===== src/sss_pkg.sv =====
package sss_pkg;
	localparam logic [11:0] ADDR_STB   = 12'h000;
	localparam logic [11:0] ADDR_SRE   = 12'h004;
	localparam logic [11:0] ADDR_ESR   = 12'h008;
	localparam logic [11:0] ADDR_ESE   = 12'h00c;
	localparam logic [11:0] ADDR_OQ    = 12'h010;
	localparam logic [11:0] ADDR_POLL  = 12'h014;
	localparam logic [11:0] ADDR_CTRL  = 12'h018;
	localparam logic [11:0] ADDR_ISTAT = 12'h01c;
	localparam logic [11:0] ADDR_ICLR  = 12'h020;
	localparam logic [11:0] ADDR_IEN   = 12'h024;
	localparam int BIT_MAV = 4;
	localparam int BIT_ESB = 5;
	localparam int BIT_RQS = 6;
	localparam int BIT_PON = 7;
	localparam int CTRL_CLS = 0;
	localparam int ESR_QYE  = 2;
	localparam int IRQ_W   = 3;
	localparam int IRQ_SRQ = 0;
	localparam int IRQ_QYE = 1;
	localparam int IRQ_MAV = 2;
	localparam logic [7:0] ESR_RESET = 8'h80;
	localparam logic [7:0] SRE_MASK  = 8'hbf;
	localparam logic [7:0] BYTE_ZERO = 8'h00;
	localparam logic [31:0] WORD_ZERO = 32'h0000_0000;
	typedef struct packed {
		logic       oq_valid;
		logic [7:0] oq_data;
	} sss_queue_s;
endpackage : sss_pkg


===== src/sss_summary.sv =====
`timescale 1ns/10ps
`default_nettype none
module sss_summary (
	input  wire logic [7:0] events,
	input  wire logic [7:0] enables,
	output logic            summary
);
	assign summary = |(events & enables);
endmodule : sss_summary
`default_nettype wire


===== src/sss_status.sv =====
`timescale 1ns/10ps
`default_nettype none
module sss_status (
	input  wire logic              pclk,
	input  wire logic              presetn,
	input  wire logic              psel,
	input  wire logic              penable,
	input  wire logic              pwrite,
	input  wire logic [11:0]       paddr,
	input  wire logic [31:0]       pwdata,
	output logic      [31:0]       prdata,
	output logic                   pready,
	output logic                   pslverr,
	input  wire logic [7:0]        std_event_set,
	input  wire logic [3:0]        dev_summary,
	input  wire sss_pkg::sss_queue_s oq_in,
	output logic                   oq_ready,
	output logic                   srq,
	output logic                   irq
);
	logic [7:0] esr_q;
	logic [7:0] ese_q;
	logic [7:0] sre_q;
	logic [7:0] oq_q;
	logic       oq_full_q;
	logic       rqs_q;
	logic       prev_req_q;
	logic [sss_pkg::IRQ_W-1:0] ist_q;
	logic [sss_pkg::IRQ_W-1:0] ien_q;
	logic       esb;
	logic [7:0] stb;
	logic       mss;
	logic       acc;
	logic       wr;
	logic       rd;
	logic       oq_rd;
	logic       qye_ev;
	logic [sss_pkg::IRQ_W-1:0] ev;
	logic       cls;
	logic       poll_rd;
	logic [7:0] wbyte;

	sss_summary u_esb (
		.events  (esr_q),
		.enables (ese_q),
		.summary (esb)
	);

	// Status byte is combinational from the sources
	always_comb begin
		stb = {4'h0, dev_summary};
		stb[sss_pkg::BIT_MAV] = oq_full_q;
		stb[sss_pkg::BIT_ESB] = esb;
		stb[sss_pkg::BIT_RQS] = 1'b0;
		stb[sss_pkg::BIT_PON] = 1'b0;
	end
	assign mss = |(stb & sre_q);

	assign acc   = psel & penable;
	assign oq_rd = acc & ~pwrite & (paddr == sss_pkg::ADDR_OQ);
	// Only an empty-queue read waits; other transfers finish at once
	assign pready = ~oq_rd | oq_full_q;
	assign wr    = acc & pwrite & pready;
	assign rd    = acc & ~pwrite & pready;
	assign pslverr = 1'b0;
	assign oq_ready = ~oq_full_q;
	assign srq = rqs_q;
	assign qye_ev = std_event_set[sss_pkg::ESR_QYE];
	// Clear-status empties event register and queue except for same-cycle events and arrivals, enables untouched
	assign cls     = wr & pwrite & (paddr == sss_pkg::ADDR_CTRL) & pwdata[sss_pkg::CTRL_CLS];
	assign poll_rd = rd & (paddr == sss_pkg::ADDR_POLL);
	// Low byte of a write, kept for the write checks
	assign wbyte   = pwdata[7:0];

	// Standard event register, power-on bit set at reset
	always_ff @(posedge pclk or negedge presetn) begin
		if (!presetn) begin
			esr_q <= sss_pkg::ESR_RESET;
		end else begin
			if ((rd && paddr == sss_pkg::ADDR_ESR) || cls) begin
				esr_q <= std_event_set; // Set wins over read-clear
			end else begin
				esr_q <= esr_q | std_event_set;
			end
		end
	end

	always_ff @(posedge pclk or negedge presetn) begin
		if (!presetn) begin
			ese_q <= sss_pkg::BYTE_ZERO;
			sre_q <= sss_pkg::BYTE_ZERO;
		end else begin
			if (wr && paddr == sss_pkg::ADDR_ESE) begin
				ese_q <= pwdata[7:0];
			end
			if (wr && paddr == sss_pkg::ADDR_SRE) begin
				sre_q <= pwdata[7:0] & sss_pkg::SRE_MASK;
			end
		end
	end

	// One-entry output queue; stalled readers finish when data lands
	always_ff @(posedge pclk or negedge presetn) begin
		if (!presetn) begin
			oq_q      <= sss_pkg::BYTE_ZERO;
			oq_full_q <= 1'b0;
		end else begin
			if (oq_rd && oq_full_q) begin
				oq_full_q <= 1'b0;
			end else if (oq_in.oq_valid && !oq_full_q) begin
				// Source already sees the byte taken, so it beats a clear
				oq_q      <= oq_in.oq_data;
				oq_full_q <= 1'b1;
			end else if (cls) begin
				oq_full_q <= 1'b0;
			end
		end
	end

	// Request-service: raised on a new enabled condition, dropped on poll
	always_ff @(posedge pclk or negedge presetn) begin
		if (!presetn) begin
			rqs_q      <= 1'b0;
			prev_req_q <= 1'b0;
		end else begin
			prev_req_q <= mss;
			if (mss && !prev_req_q) begin
				rqs_q <= 1'b1;
			end else if (poll_rd || !mss) begin
				rqs_q <= 1'b0;
			end
		end
	end

	// Interrupt sources: new request, query error, byte accepted
	assign ev[sss_pkg::IRQ_SRQ] = mss & ~prev_req_q;
	assign ev[sss_pkg::IRQ_QYE] = qye_ev;
	assign ev[sss_pkg::IRQ_MAV] = oq_in.oq_valid & ~oq_full_q;

	always_ff @(posedge pclk or negedge presetn) begin
		if (!presetn) begin
			ist_q <= '0;
			ien_q <= '0;
		end else begin
			if (wr && paddr == sss_pkg::ADDR_ICLR) begin
				ist_q <= (ist_q & ~pwdata[sss_pkg::IRQ_W-1:0]) | ev;
			end else begin
				ist_q <= ist_q | ev;
			end
			if (wr && paddr == sss_pkg::ADDR_IEN) begin
				ien_q <= pwdata[sss_pkg::IRQ_W-1:0];
			end
		end
	end
	assign irq = |(ist_q & ien_q);

	always_comb begin
		prdata = sss_pkg::WORD_ZERO;
		if (rd) begin
			unique case (paddr)
				sss_pkg::ADDR_STB: begin
					prdata[7:0] = stb;
					prdata[sss_pkg::BIT_RQS] = mss;
				end
				sss_pkg::ADDR_POLL: begin
					prdata[7:0] = stb;
					prdata[sss_pkg::BIT_RQS] = rqs_q;
				end
				sss_pkg::ADDR_SRE:   prdata[7:0] = sre_q;
				sss_pkg::ADDR_ESR:   prdata[7:0] = esr_q;
				sss_pkg::ADDR_ESE:   prdata[7:0] = ese_q;
				sss_pkg::ADDR_OQ:    prdata[7:0] = oq_q;
				sss_pkg::ADDR_ISTAT: prdata[sss_pkg::IRQ_W-1:0] = ist_q;
				sss_pkg::ADDR_IEN:   prdata[sss_pkg::IRQ_W-1:0] = ien_q;
				default:             prdata = sss_pkg::WORD_ZERO;
			endcase
		end
	end

	property p_esb;
		@(posedge pclk) disable iff (!presetn) stb[sss_pkg::BIT_ESB] == |(esr_q & ese_q);
	endproperty
	a_esb: assert property (p_esb) else $error("ESB mismatch");

	property p_mav;
		@(posedge pclk) disable iff (!presetn) $rose(stb[sss_pkg::BIT_MAV]) |-> $past(ev[sss_pkg::IRQ_MAV]);
	endproperty
	a_mav: assert property (p_mav) else $error("MAV rose without a stored byte");

	property p_stall;
		@(posedge pclk) disable iff (!presetn) (oq_rd && !oq_full_q) |-> !pready;
	endproperty
	a_stall: assert property (p_stall) else $error("Empty queue read not stalled");

	property p_sre6;
		@(posedge pclk) disable iff (!presetn) sre_q[sss_pkg::BIT_RQS] == 1'b0;
	endproperty
	a_sre6: assert property (p_sre6) else $error("SRE bit 6 stored");

	property p_rise;
		@(posedge pclk) disable iff (!presetn) $rose(mss) |=> srq;
	endproperty
	a_rise: assert property (p_rise) else $error("Request not raised");

	property p_poll;
		@(posedge pclk) disable iff (!presetn) (rd && paddr == sss_pkg::ADDR_POLL && !$rose(mss)) |=> !srq;
	endproperty
	a_poll: assert property (p_poll) else $error("Poll did not clear request");

	property p_mss;
		@(posedge pclk) disable iff (!presetn) srq |-> $past(mss);
	endproperty
	a_mss: assert property (p_mss) else $error("Request without summary");

	property p_unused;
		@(posedge pclk) disable iff (!presetn) stb[sss_pkg::BIT_PON] == 1'b0 && stb[3:0] == dev_summary;
	endproperty
	a_unused: assert property (p_unused) else $error("Status byte layout wrong");

	property p_sticky;
		@(posedge pclk) disable iff (!presetn)
			(std_event_set != sss_pkg::BYTE_ZERO) |=> ((esr_q & $past(std_event_set)) == $past(std_event_set));
	endproperty
	a_sticky: assert property (p_sticky) else $error("Event lost");

	property p_mav_pop;
		@(posedge pclk) disable iff (!presetn) (oq_rd && pready) |=> !stb[sss_pkg::BIT_MAV];
	endproperty
	a_mav_pop: assert property (p_mav_pop) else $error("Queue not emptied by read");

	property p_esb_clr;
		@(posedge pclk) disable iff (!presetn)
			(rd && paddr == sss_pkg::ADDR_ESR && std_event_set == sss_pkg::BYTE_ZERO) |=> !stb[sss_pkg::BIT_ESB];
	endproperty
	a_esb_clr: assert property (p_esb_clr) else $error("ESB held after event read");

	property p_ist_srq;
		@(posedge pclk) disable iff (!presetn) ev[sss_pkg::IRQ_SRQ] |=> ist_q[sss_pkg::IRQ_SRQ];
	endproperty
	a_ist_srq: assert property (p_ist_srq) else $error("Request interrupt not recorded");

	property p_irq;
		@(posedge pclk) disable iff (!presetn)
			(ev[sss_pkg::IRQ_SRQ] && ien_q[sss_pkg::IRQ_SRQ] && !(wr && paddr == sss_pkg::ADDR_IEN)) |=> irq;
	endproperty
	a_irq: assert property (p_irq) else $error("Enabled request gave no interrupt");

	property p_nowait;
		@(posedge pclk) disable iff (!presetn) (psel && penable && !oq_rd) |-> pready;
	endproperty
	a_nowait: assert property (p_nowait) else $error("Transfer stalled without queue read");

	property p_cls;
		@(posedge pclk) disable iff (!presetn) cls |=> esr_q == $past(std_event_set);
	endproperty
	a_cls: assert property (p_cls) else $error("Clear-status left stale events");

	property p_poll_data;
		@(posedge pclk) disable iff (!presetn) poll_rd |-> prdata[sss_pkg::BIT_RQS] == srq;
	endproperty
	a_poll_data: assert property (p_poll_data) else $error("Poll bit 6 not request-service");

	property p_rqs_drop;
		@(posedge pclk) disable iff (!presetn) !mss |=> !srq;
	endproperty
	a_rqs_drop: assert property (p_rqs_drop) else $error("Request held without summary");

	property p_sre_write;
		@(posedge pclk) disable iff (!presetn)
			(wr && paddr == sss_pkg::ADDR_SRE) |=> sre_q == ($past(wbyte) & sss_pkg::SRE_MASK);
	endproperty
	a_sre_write: assert property (p_sre_write) else $error("Request enable write wrong");

	property p_ese_write;
		@(posedge pclk) disable iff (!presetn) (wr && paddr == sss_pkg::ADDR_ESE) |=> ese_q == $past(wbyte);
	endproperty
	a_ese_write: assert property (p_ese_write) else $error("Event enable write wrong");

	property p_esb_set;
		@(posedge pclk) disable iff (!presetn)
			((std_event_set & ese_q) != sss_pkg::BYTE_ZERO && !(wr && paddr == sss_pkg::ADDR_ESE))
			|=> stb[sss_pkg::BIT_ESB];
	endproperty
	a_esb_set: assert property (p_esb_set) else $error("Enabled event gave no ESB");

	property p_queue_hold;
		@(posedge pclk) disable iff (!presetn) (stb[sss_pkg::BIT_MAV] && !oq_rd && !cls) |=> stb[sss_pkg::BIT_MAV];
	endproperty
	a_queue_hold: assert property (p_queue_hold) else $error("MAV dropped while byte held");

	property p_qye;
		@(posedge pclk) disable iff (!presetn) std_event_set[sss_pkg::ESR_QYE] |=> ist_q[sss_pkg::IRQ_QYE];
	endproperty
	a_qye: assert property (p_qye) else $error("Query error interrupt not recorded");

	c_srq:   cover property (@(posedge pclk) disable iff (!presetn) $rose(srq));
	c_stall: cover property (@(posedge pclk) disable iff (!presetn) oq_rd && !pready ##[1:20] pready);
	c_poll:  cover property (@(posedge pclk) disable iff (!presetn) srq ##1 (rd && paddr == sss_pkg::ADDR_POLL));
	c_cls:   cover property (@(posedge pclk) disable iff (!presetn) cls && oq_full_q);
	c_mav:   cover property (@(posedge pclk) disable iff (!presetn) $rose(stb[sss_pkg::BIT_MAV]));
endmodule : sss_status
`default_nettype wire


===== config.mk =====
export PLATFORM = sky130hd
export DESIGN_NAME = sss_status
export DESIGN_NICKNAME = d
export VERILOG_FILES = /design/src/sss_pkg.sv /design/src/sss_summary.sv /design/src/sss_status.sv
export SDC_FILE = /design/constraint.sdc
export NUM_CORES = 1
export LEC_CHECK = 0
export BUFFER_PORTS_ARGS = -buffer_cell sky130_fd_sc_hd__buf_2
export CAP_MARGIN = 20
export CORE_MARGIN = 10
export CORE_UTILIZATION = 48
export CTS_CLUSTER_DIAMETER = 150
export DETAILED_ROUTE_END_ITERATION = 8
export MAX_ROUTING_LAYER = met4
export PLACE_DENSITY_LB_ADDON = 0.05
export SKIP_CTS_REPAIR_TIMING = 1
export SLEW_MARGIN = 20
export SYNTH_ARGS = -nofsm -noshare
export SYNTH_HDL_FRONTEND = slang
export SYNTH_SLANG_ARGS = --single-unit

===== constraint.sdc =====
create_clock -name pclk -period 1.7 [get_ports pclk]
set_input_delay 0.255 -clock pclk [delete_from_list [all_inputs] [get_ports pclk]]
set_output_delay 0.255 -clock pclk [all_outputs]
set_load 0.03 [all_outputs]

=== After elaboration in Yosys (flattened, before gate mapping) ===
Cells that the tools add are included.
Widths: inputs -> output; s select.

* Register bits after elaboration: 40
* Input port bits: 70
* Output and inout port bits: 37

* Eq/ne operators: 9
* Muxes and demuxes: 10
* Bitwise gates (word level): 26
* Reduce and logical (&&, ||, !) cells: 21

{| class="wikitable"
|+ Operator list
! cell !! count
|-
| $eq 12x5->1 const B || 4
|-
| $pmux 5 s6 || 1
|-
| $eq 12x4->1 const B || 2
|-
| $eq 12x6->1 const B || 2
|-
| $pmux 3 s7 || 1
|-
| $mux 8 || 2
|-
| $reduce_or 8->1 || 2
|-
| $and 1x1->1 || 12
|-
| $eq 12x3->1 const B || 1
|-
| $logic_not 12->1 || 1
|-
| $and 6x8->8 || 1
|-
| $and 8x8->8 || 1
|-
| $logic_and 1x1->1 || 8
|-
| $or 8x8->8 || 1
|-
| $and 3x3->3 || 2
|-
| $or 3x3->3 || 2
|-
| $mux 1 || 5
|-
| $not 1->1 || 5
|-
| $logic_not 1->1 || 3
|-
| $mux 3 || 1
|-
| $not 3->3 || 1
|-
| $reduce_bool 3->1 || 1
|-
| $reduce_or 3->1 || 1
|-
| $logic_or 1x1->1 || 2
|-
| other kinds (4) || 4
|}

=== Logic depth before layout (Yosys ltp) ===
* Depth in word-level cells: 12
* Mapped depth: 7
* Depth with buffers taken out: 5

=== Cells and area by module ===
Synthesis repeated with hierarchy kept, for this count alone.

* Cell total of the unflattened synthesis: 251
* Area total of the unflattened synthesis: 2517.4 um^2

{| class="wikitable"
|+ Modules (own cells, without submodules)
! module !! times used !! cells an instance !! area each (um^2) !! seq. area each (um^2)
|-
| sss_status || 1 || 246 || 2481.1 || 1002.2
|-
| sss_summary || 1 || 5 || 36.3 || 0.0
|}

=== Least setup slack after synthesis ===
Ideal clock, no wire load.

* Path kind: input to output
* Start point: input port paddr[7]
* End point: output port prdata[6]
* Data arrival time: 1.824 ns
* Required time: 1.445 ns
* Setup slack: -0.379 ns
* Cell stages on the path: 5
* Buffers on the path: 0
* Cells stage by stage: nor4_1 > and2_2 > nand3_1 > nand4bb_1 > o21ai_0

* Longest elaborated chain between the ends: 6

{| class="wikitable"
|+ Ends and longest elaborated chain
! element !! RTL line !! text
|-
| start: declaration || sss_status.sv:9 || <nowiki>input wire logic [11:0] paddr,</nowiki>
|-
| $eq 12x5->1 || sss_status.sv:60, sss_status.sv:160 ||
|-
| $and 1x1->1 || sss_status.sv:60 || <nowiki>assign oq_rd = acc & ~pwrite & (paddr == sss_pkg::ADDR_OQ);</nowiki>
|-
| $not 1->1 || sss_status.sv:62 || <nowiki>assign pready = ~oq_rd | oq_full_q;</nowiki>
|-
| $or 1x1->1 || sss_status.sv:62 ||
|-
| $and 1x1->1 || sss_status.sv:64 || <nowiki>assign rd = acc & ~pwrite & pready;</nowiki>
|-
| $mux 8 * || sss_status.sv:159 || <nowiki>if (rd) begin</nowiki>
|-
| end: declaration || sss_status.sv:11 || <nowiki>output logic [31:0] prdata,</nowiki>
|}

Every way passes the cells marked *; elsewhere a longest branch is shown, timed or not.

=== Worst setup path after layout ===
* Start point: register ese_q[0]
* End point: output port prdata[6]

* Longest elaborated chain between the ends: 6

{| class="wikitable"
|+ Ends and longest elaborated chain
! element !! RTL line !! text
|-
| start: declaration || sss_status.sv:22 || <nowiki>logic [7:0] ese_q;</nowiki>
|-
| start signal: assignment || sss_status.sv:90 || <nowiki>ese_q <= sss_pkg::BYTE_ZERO;</nowiki>
|-
| start signal: assignment || sss_status.sv:94 || <nowiki>ese_q <= pwdata[7:0];</nowiki>
|-
| $and 8x8->8 || sss_summary.sv:8 || <nowiki>assign summary = |(events & enables);</nowiki>
|-
| $reduce_or 8->1 || sss_summary.sv:8 ||
|-
| $and 6x8->8 || sss_status.sv:57 || <nowiki>assign mss = |(stb & sre_q);</nowiki>
|-
| $reduce_or 8->1 || sss_status.sv:57 ||
|-
| $pmux 5 s6 || sss_status.sv:160 || <nowiki>unique case (paddr)</nowiki>
|-
| $mux 8 || sss_status.sv:159 ||
|}

Every way passes these cells.

==> flow_metrics.env <==
export IMPL_period_share_pct=120
export IMPL_cts_root_buf="clkbuf_8"
export IMPL_top_usage_layer="met2"
export IMPL_syn_mean_instance_area_um2=10.2
export IMPL_yosysWarnings=0
export IMPL_dpl_hpwl_mm=5.51
export IMPL_violations="setup timing"
export IMPL_hold_viol=0
export IMPL_syn_to_final_growth_pct=38.0
export IMPL_h_tree_depth=2
export IMPL_netlist_area_mm2=0.00242
export IMPL_drtAntennaViolNets=0
export IMPL_first_pass_iters=5
export IMPL_grt_pass1_wl_mm=11.1
export IMPL_place_gp_congestion=0.839
export IMPL_cp_max_fo=2
export IMPL_cp_arrival_ps=1780
export IMPL_fin_nets=407
export IMPL_crit_path_start_kind="flip-flop"
export IMPL_powerDensity_mw_per_mm2=660
export IMPL_cts_tree="yes"
export IMPL_start_util_pct=50.2
export IMPL_rsz0062_at_grt="yes"
export IMPL_netlist_instances=237
export IMPL_fin_crit_ps=2030
export IMPL_hold_slack_ps=10.5
export IMPL_clk_insertion_delay_late_ps=300
export IMPL_drt_iter0_markers=146
export IMPL_cts_buffer_depth=2
export IMPL_crit_type="flip-flop to primary output"
export IMPL_worstSetupEndpointType="primary output"
export IMPL_max_slew_margin_rel_pct=65.7
export IMPL_n_antenna_cell=0
export IMPL_final_setup_skew_ps=11.2
export IMPL_p_leak_uw=0.00155
export IMPL_synth_seq_cells=40
export IMPL_use_met3_pct=4.69
export IMPL_grt_pass1_vias=2187
export IMPL_crit_path_cell_trace="a22o_1, a221oi_2, and3_1, o211a_1, o21ai_2, buf_6"
export IMPL_cts_inserted_buffers=5
export IMPL_critical_path_required_ps=1440
export IMPL_drv_cap=0
export IMPL_chipWidth_um=91.0
export IMPL_async_flop_share_pct=100
export IMPL_grt_max_degree=41
export IMPL_final_max_slew_viol_count=0
export IMPL_cpMaxStageDelayCell="dfrtp_1"
export IMPL_tns_ps=-1430
export IMPL_vias=2118
export IMPL_port_buffer_count=57
export IMPL_setup_viol=8
export IMPL_drcViolationCount=0
export IMPL_cts_sinks=40
export IMPL_yosys_area_top_type="dfrtp_1"
export IMPL_crit_family="compound AO/OA/AOI/OAI gates"
export IMPL_wl_per_cell_um=17.4
export IMPL_fin_ws_ps=-335
export IMPL_grt_overflow_total=0
export IMPL_hold_class="input port to asynchronous set/reset pin"
export IMPL_groute_usage_overall_pct=16.8
export IMPL_synth_top_area_share_pct=40.4
export IMPL_synth_edf_count=0
export IMPL_use_met1_pct=21.6
export IMPL_status="finished, violations left"
export IMPL_clkTransAtPathRegs_ps=80
export IMPL_timing_fmax_ghz=0.491
export IMPL_grtUsageMet2_pct=25.5
export IMPL_synth_top_cells_by_count="dfrtp_1 (39), buf_4 (25), mux2_2 (19), nor2_1 (14), a22oi_1 (10)"
export IMPL_synth_top_cells_by_area="dfrtp_1 (40%), mux2_2 (8.9%), buf_4 (7.8%)"
export IMPL_ios=107
export IMPL_fp_dieArea_mm2=0.00827
export IMPL_row_count=25
export IMPL_seq_area_frac_synth_pct=41.5
export IMPL_cp_num_buf_inv=1
export IMPL_drive_gt1_share_pct=49.4
export IMPL_slowest_delay_ps=410
export IMPL_synth_distinct_cells=44
export IMPL_tightest_slew_ps=514
export IMPL_vias_per_cell=5.23
export IMPL_ys_flop_type="dfrtp_1"
export IMPL_antenna_found_initial=0
export IMPL_die_h_um=91.0
export IMPL_ir_drop_mv=0.495
export IMPL_routed_wl_mm=7.07
export IMPL_synth_most_common_cell="dfrtp_1"
export IMPL_core_mm2=0.00482
-- routing by layer --
layer | vias up | wire, um
met3 | 6 | 467
met2 | 77 | 3300
met1 | 1021 | 3240
met4 | 0 | 59
li1 | 1014 | -
met5 | - | 0
-- logic make-up after synthesis --
group,Yosys count,synth area share (%)
AOI/OAI and AO/OA,57,16.3
buffers and inverters,44,11.8
DFF,40,41.5
muxes,32,15.9
other,1,0.155
and+or+nand+nor,63,14.4
-- area by class of cell --
cell class,instances,area [um^2]
fillers,411,1480
multi-input cells,177,1390
flip-flops and latches,40,1000
repair buffers,106,707
clock buffers,7,96.3
well taps,67,83.8
clock inverters,1,30.0
inverters,7,26.3
-- flip-flops by register name, indices dropped and copies added, names as in the netlist --
name        count
esr_q           8
ese_q           8
sre_q           7
prev_req_q      1
ien_q           3
srq             1
ist_q           3
oq_q            8
oq_full_q       1
-- worst register-to-register path: cells and delay by family (launching register included) --
family / cells / cell delay [ps]
compound gates: 4 / 740
flops: 1 / 410
simple gates: 1 / 200
buf+inv: 1 / 140
-- path summary, 6_finish.rpt --
kind                                  start        end  slack (ps)  depth (start not counted)
setup / recovery                   ese_q[0]  prdata[6]        -330                          6
hold / removal                      presetn    oq_q[1]          10                          2
setup reg to reg                   ese_q[0]   ist_q[0]          80                          6
hold reg to reg                  prev_req_q        srq         440                          1
max in group asynchronous           presetn   esr_q[7]        1330                          2
min in group pclk          std_event_set[4]   esr_q[4]         140                          2
-- cells in the final DEF (no fill, tap or decap), types with 2 or more instances in the layout --
master	count
o22ai_4	2
a31oi_1	5
and2_4	2
a222oi_1	2
mux2i_1	5
a211oi_1	2
a21o_1	8
a21oi_4	3
nand2_1	9
a21oi_2	2
dfrtp_1	39
inv_1	7
nand2b_1	5
a21oi_1	3
mux2_4	8
mux2_2	19
a221oi_2	4
nor2b_1	6
buf_4	48
nand3_1	7
nor4_4	3
conb_1	25
a22oi_1	10
o21ai_0	7
buf_2	49
buf_6	9
nor2_1	13
nor3_1	7
clkbuf_8	7
-- through the flow --
stage	std cells	util [%]	instance area, um^2	setup slack [ps]	total power (uW)
floorplan	261	-	2620	-183	1240
detailed placement	396	63.8	3070	-282	1350
global placement	396	63.8	3070	-239	1350
finish	405	69.2	3340	-335	2200
CTS	404	66.4	3200	-472	2210
global route	405	69.2	3340	-388	2280
-- where the power goes --
part           switching [uW]  internal (uW)
clock network             334            518
logic                     217            138
registers                18.4            976
Note: power is estimated with default switching activity, not from simulation.
